### config.mk
export PLATFORM = sky130hd
export DESIGN_NAME = power_on_reset_delay
export DESIGN_NICKNAME = d
export VERILOG_FILES = /design/src/design/por_delay_pkg.sv /design/src/design/delay_if.sv /design/src/design/reset_delay_timer.sv /design/src/design/power_on_reset_delay.sv
export VERILOG_INCLUDE_DIRS = /design/src /design/src/design
export SDC_FILE = /design/constraint.sdc
export NUM_CORES = 1
export LEC_CHECK = 0
export BUFFER_PORTS_ARGS = -buffer_cell sky130_fd_sc_hd__buf_2
export CELL_PAD_IN_SITES_DETAIL_PLACEMENT = 1
export CELL_PAD_IN_SITES_GLOBAL_PLACEMENT = 1
export CORE_ASPECT_RATIO = 0.7
export CORE_UTILIZATION = 47
export CTS_BUF_LIST = sky130_fd_sc_hd__clkbuf_4 sky130_fd_sc_hd__clkbuf_8
export DETAILED_ROUTE_END_ITERATION = 7
export GPL_ROUTABILITY_DRIVEN = 0
export PLACE_DENSITY = 0.85
export SLEW_MARGIN = 20
export SYNTH_ARGS = -nofsm -noshare
export SYNTH_HDL_FRONTEND = slang
export SYNTH_HIERARCHICAL = 1
export SYNTH_SLANG_ARGS = --single-unit
### constraint.sdc
create_clock -name clk -period 2.3 [get_ports clk]
set_input_delay 0.575 -clock clk [delete_from_list [all_inputs] [get_ports clk]]
set_output_delay 0.575 -clock clk [all_outputs]
set_load 0.01 [all_outputs]
### src/design/por_delay_cfg.svh
// constants for the power-on reset delay block
//----------------------------------------------------------------------
// Contract
// - on power-up, set reset latch (chip reset on) and clear delay timer.
// - timer stays idle while master clear is low; counts once it is high.
// - at timer time-out (about 18 ms) clear the latch, release chip reset.
// - a falling supply never asserts reset; only a rising supply does.
//----------------------------------------------------------------------
`ifndef POR_DELAY_CFG_SVH
`define POR_DELAY_CFG_SVH

// nominal time-out in microseconds
`define RESET_DELAY_PERIOD_US 18000
// time base frequency in MHz
`define TIME_BASE_MHZ 50
// cycles of time base for the whole delay
`define RESET_DELAY_CYCLES (`RESET_DELAY_PERIOD_US * `TIME_BASE_MHZ)
// width of the delay counter
`define DELAY_CNT_W 20
// counter value after clear
`define DELAY_CNT_RESET 20'h00000
// supply history after rst: present, so no false rise follows reset
`define SUPPLY_SEEN_RESET 1'b1

`endif

### src/design/por_delay_pkg.sv
// types shared by the power-on reset delay block
package por_delay_pkg;
	typedef enum logic [1:0] {
		ST_HELD = 2'b00,
		ST_COUNT = 2'b01,
		ST_RUN = 2'b11
	} seq_state_t;
endpackage

### src/design/delay_if.sv
// link between sequencer and delay timer
`timescale 1ns/10ps
interface delay_if;
	logic clear;
	logic enable;
	logic expired;
	modport seq(output clear, output enable, input expired);
	modport tmr(input clear, input enable, output expired);
endinterface

### src/design/reset_delay_timer.sv
// reset delay timer counting on the on-chip time base
`timescale 1ns/10ps
`include "por_delay_cfg.svh"
module reset_delay_timer
	import por_delay_pkg::*;
#(
	parameter int unsigned DELAY_CYCLES = `RESET_DELAY_CYCLES
) (
	input wire logic clk,
	input wire logic rst,
	delay_if.tmr ctl
);
	localparam logic [`DELAY_CNT_W-1:0] LAST = `DELAY_CNT_W'(DELAY_CYCLES - 1);
	logic [`DELAY_CNT_W-1:0] count;
	wire at_last = (count == LAST);

	//------------------------------------------------------------------
	// counter
	//------------------------------------------------------------------
	// clear dominates so a fresh power-up restarts the whole delay
	always_ff @(posedge clk) begin
		if (rst || ctl.clear) begin
			count <= `DELAY_CNT_RESET;
		end else if (ctl.enable && !at_last) begin
			count <= count + `DELAY_CNT_W'(1);
		end
	end

	assign ctl.expired = ctl.enable && at_last;
endmodule // reset_delay_timer

### src/design/power_on_reset_delay.sv
// power-on reset sequencer: reset latch plus start-up delay
`timescale 1ns/10ps
`include "por_delay_cfg.svh"
module power_on_reset_delay
	import por_delay_pkg::*;
#(
	parameter int unsigned DELAY_CYCLES = `RESET_DELAY_CYCLES
) (
	input wire logic clk, // on-chip time base, independent of main osc
	input wire logic rst,
	input wire logic power_up, // level from supply detector, high when supply present
	input wire logic master_clear_n,
	output logic chip_reset,
	output logic delay_running
);
	seq_state_t state;
	seq_state_t next_state;
	logic supply_seen;
	delay_if link();

	//------------------------------------------------------------------
	// supply edge detection
	//------------------------------------------------------------------
	// only a rising supply counts; a falling one is ignored on purpose
	always_ff @(posedge clk) begin
		if (rst) begin
			supply_seen <= `SUPPLY_SEEN_RESET;
		end else begin
			supply_seen <= power_up;
		end
	end
	wire supply_rise = power_up && !supply_seen;

	//------------------------------------------------------------------
	// sequencer
	//------------------------------------------------------------------
	// master clear low with no fresh power-up parks the timer where it is
	always_comb begin
		next_state = state;
		unique case (state)
			ST_HELD: begin
				if (master_clear_n) begin
					next_state = ST_COUNT;
				end
			end
			ST_COUNT: begin
				if (link.expired) begin
					next_state = ST_RUN;
				end
			end
			ST_RUN: next_state = ST_RUN;
			default: next_state = ST_HELD;
		endcase
		if (supply_rise) begin
			next_state = ST_HELD;
		end
	end

	// rst stands in for the very first power-up
	always_ff @(posedge clk) begin
		if (rst) begin
			state <= ST_HELD;
		end else begin
			state <= next_state;
		end
	end

	// output flops; latch set on power-up, cleared on time-out
	always_ff @(posedge clk) begin
		if (rst) begin
			chip_reset <= 1'b1;
			delay_running <= 1'b0;
		end else begin
			chip_reset <= (next_state != ST_RUN);
			delay_running <= (next_state == ST_COUNT);
		end
	end

	assign link.clear = supply_rise;
	// limitation: master clear dropping mid-count pauses rather than restarts
	assign link.enable = (state == ST_COUNT) && master_clear_n && !supply_rise;

	reset_delay_timer #(
		.DELAY_CYCLES(DELAY_CYCLES)
	) u_timer (
		.clk(clk),
		.rst(rst),
		.ctl(link)
	);

	//------------------------------------------------------------------
	// check helpers
	//------------------------------------------------------------------
	// decoded views of the sequencer, read only by the checks below
	wire in_held = (state == ST_HELD);
	wire in_count = (state == ST_COUNT);
	wire in_run = (state == ST_RUN);
	wire step_taken = link.enable; // timer advances on each high cycle except the expiry cycle, where it holds its last value

	// steps from clear to release, one bit wider than the timer so that
	// a runaway count cannot wrap back into range and hide itself
	localparam logic [`DELAY_CNT_W:0] STEPS_TO_RELEASE = (`DELAY_CNT_W+1)'(DELAY_CYCLES);
	logic [`DELAY_CNT_W:0] watch_steps;
	wire tally_empty = (watch_steps == {1'b0, `DELAY_CNT_RESET});

	// independent tally of timer steps since the last clear; it ignores
	// the timer's own end detect, so a wrong terminal count shows up here
	always_ff @(posedge clk) begin
		if (rst || supply_rise) begin
			watch_steps <= {1'b0, `DELAY_CNT_RESET};
		end else if (step_taken) begin
			watch_steps <= watch_steps + (`DELAY_CNT_W+1)'(1);
		end
	end
endmodule // power_on_reset_delay

==> reports/metrics.yaml <==
status:
  status: "complete, no violations"
hold_path:
  hold_path.class: "in2reg"
  hold_start: "power_up"
  whs_endpoint: "supply_seen"
  holdPathStages: 2
power:
  swShare_pct: 22.5
  switching_power_w: 0.000155
  p_leak_nw: 0.424
  peakVddDrop_mv: 0.335
  power.internal_w: 0.000534
  pwr_density_cell_nw_per_um2: 527
  clockPowerShare_pct: 29.9
  p_seq_share_pct: 64.1
  combPwrFrac_pct: 6.0
synth:
  synthTopCellsByArea: "dfxtp_1 43%, xnor2_1 6.0%, nor2_1 5.4%"
  synth_area_per_cell_um2: 8.41
  synth_commonest_cells: "25 x dfxtp_1, 17 x nor2_1, 13 x nand2_1"
  syn-num-nets: 145
  synth_area_um2: 1180
  yosysMostFrequentCell: "dfxtp_1"
  synth-edff-count: 0
  yosys_warnings: 6
  synth_top_area_share_pct: 42.5
  async_flop_share_pct: 0
  ys.flop_type: "dfxtp_1"
  ys_seq_elements: 25
  ys_seq_area_share_pct: 42.5
  netlist_instances: 140
  ys_types: 34
  yosys.area.top_type: "dfxtp_1"
finish:
  num-fill-cells: 275
  area_growth_pct: 11.1
  antenna_cells: 0
  drive_gt1_share_pct: 15.8
  fin_cells: 184
  layout.nets: 158
  utilization_pct: 57.9
placement:
  portBuffers: 5
  post-dp-hpwl_mm: 2.23
  post-place-ws_ns: -0.0390
  placedCellCount: 180
sta:
  drv_slew: 0
  hold_viol_final: 0
  period_share_pct: 92.6
  relSlewSlack_pct: 67.3
  skew_ns: 0.00529
  worstMarginPinSlew_ns: 0.487
  worst_slack_ns: 0.171
  tns_ns: 0
  setup_viol: 0
  fin_crit_ns: 2.13
  worst_hold_slack_ns: 0.459
  max_freq_ghz: 0.470
  rsz0062_at_grt: "no"
grt:
  overflow: 0
  antenna_found_initial: 0
  grt_pass1_wl_mm: 5.05
  grt_pass1_vias: 1038
  grt_usage_pct: 26.1
  grt_max_degree: 18
floorplanning:
  dieArea_um2: 2710
  die_width_um: 61.8
  start_util_pct: 52.1
  rows: 14
  coreArea_um2: 2260
  io_pins: 6
  die_h_um: 43.9
setup_path:
  worstSetupStartpointType: "flop"
  ff2ff_path_depth: 5
  cp_top_family: "simple AND/OR/NAND/NOR gates"
  end_kind: "flop"
  setup.worst_path.class: "reg2reg"
  crit_cells: 5
  r2r-start: "u_timer/count[4]"
  path_cells: "nand4_2, or4_1, buf_4, nor4_1, o21ai_0"
  rrSetupSlack_ns: 0.17
  worstSetupStartpoint: "u_timer/count[4]"
  reg2reg_to: "u_timer/count[19]"
  critPathArrivalTime_ns: 2.32
  worstPathRequired_ns: 2.49
  crit_fanout: 5
  cpMaxStageDelayCell: "or4_1"
  path_buf_inv: 1
  slowest_delay_ns: 0.52
clock_tree:
  htree_levels: 1
  clkTransAtPathRegs_ns: 0.13
  clockBufferDepth: 2
  cts_tree: "built"
  cts_setup_buffers: 0
  cts-buffers-inserted: 3
  cts_resized: 0
  cts_root_buffer: "clkbuf_4"
  clock-sinks: 25
  holdBufCountCts: 0
  clock_latency_ns: 0.31
routing:
  viasPerCell: 5.68
  totalWireLength_mm: 2.99
  vias: 1046
  post_drt_wl_per_cell_um: 16.3
  ant_nets: 0
  drc_errors: 0
  drtIter0Drc: 47
  dr.pass1.iters: 4
flow_run:
  max_cap_violations: 0
-- layout by cell type (no fill, tap or decap), types with 2 or more instances in the layout --
cell	instances
nand2b_1	3
nand4b_1	2
nand2_1	13
nor3_1	9
a21oi_1	4
nand4_1	4
nor4_1	3
nor2_1	17
or4_1	6
xnor2_1	8
xor2_1	3
clkbuf_4	4
o211ai_1	2
dfxtp_1	25
buf_2	5
or3_1	2
buf_4	7
nand3_1	6
inv_1	5
or2_2	2
o21ai_0	6
o31ai_1	3
-- worst reg2reg max path, delay by kind of cell, from the launching register on --
kind | cells | cell delay (ns)
AO/OA/AOI/OAI | 1 | 0.18
AND/OR/NAND/NOR | 3 | 1.17
buffers and inverters | 1 | 0.20
flip-flops | 1 | 0.46
-- routing by layer --
metal / track usage (%) / wire length (um) / vias up
met5: 0 / 0 / -
met3: 7.76 / 92 / 6
met2: 41.5 / 1400 / 17
met1: 35.3 / 1460 / 500
li1: - / - / 523
met4: 4.89 / 34 / 0
-- power groups by stage --
stage          sequential, W  clock, W  combinational, W
6_report            0.000442  0.000206         0.0000411
5_1_grt             0.000443  0.000231         0.0000460
3_3_place_gp        0.000451         0         0.0000389
2_1_floorplan       0.000451         0         0.0000239
4_1_cts             0.000442  0.000215         0.0000410
3_5_place_dp        0.000451         0         0.0000404
-- sequential cells by signal (all words and copies together) (netlist names) --
register and count:
state 2, u_timer/count 20, delay_running 1, chip_reset 1, supply_seen 1
-- how the worst max path moves through the flow --
stage / end / slack, ns
global placement: u_timer/count[17] / 0.23
finish: u_timer/count[19] / 0.17
detailed placement: u_timer/count[19] / -0.04
floorplan: u_timer/count[3] / 0.12
global route: u_timer/count[18] / 0.08
CTS: u_timer/count[19] / 0.21
-- final cells by class --
type	instances	area, um2	share of cell area [%]
repair buffers	12	77.6	5.93
well taps	32	40.0	3.06
clock buffers	4	30.0	2.30
inverters	5	18.8	1.44
multi-input cells	106	641	49.0
flip-flops and latches	25	500	38.3
-- through the flow --
stage | power (W) | cell area [um2]
global placement | 0.000490 | 1280
finish | 0.000689 | 1310
detailed placement | 0.000492 | 1280
floorplan | 0.000475 | 1180
global route | 0.000720 | 1310
CTS | 0.000698 | 1310
-- cell families after synthesis --
logic type | Yosys count | share of synthesized area (%)
AO/OA/AOI/OAI | 19 | 10.4
XOR/XNOR | 11 | 8.18
adder cells (fa/ha/maj) | 1 | 1.06
buffers and inverters | 9 | 3.08
flip-flops | 25 | 42.5
AND/OR/NAND/NOR | 75 | 34.8
Note: power is estimated with default switching activity, not from simulation.
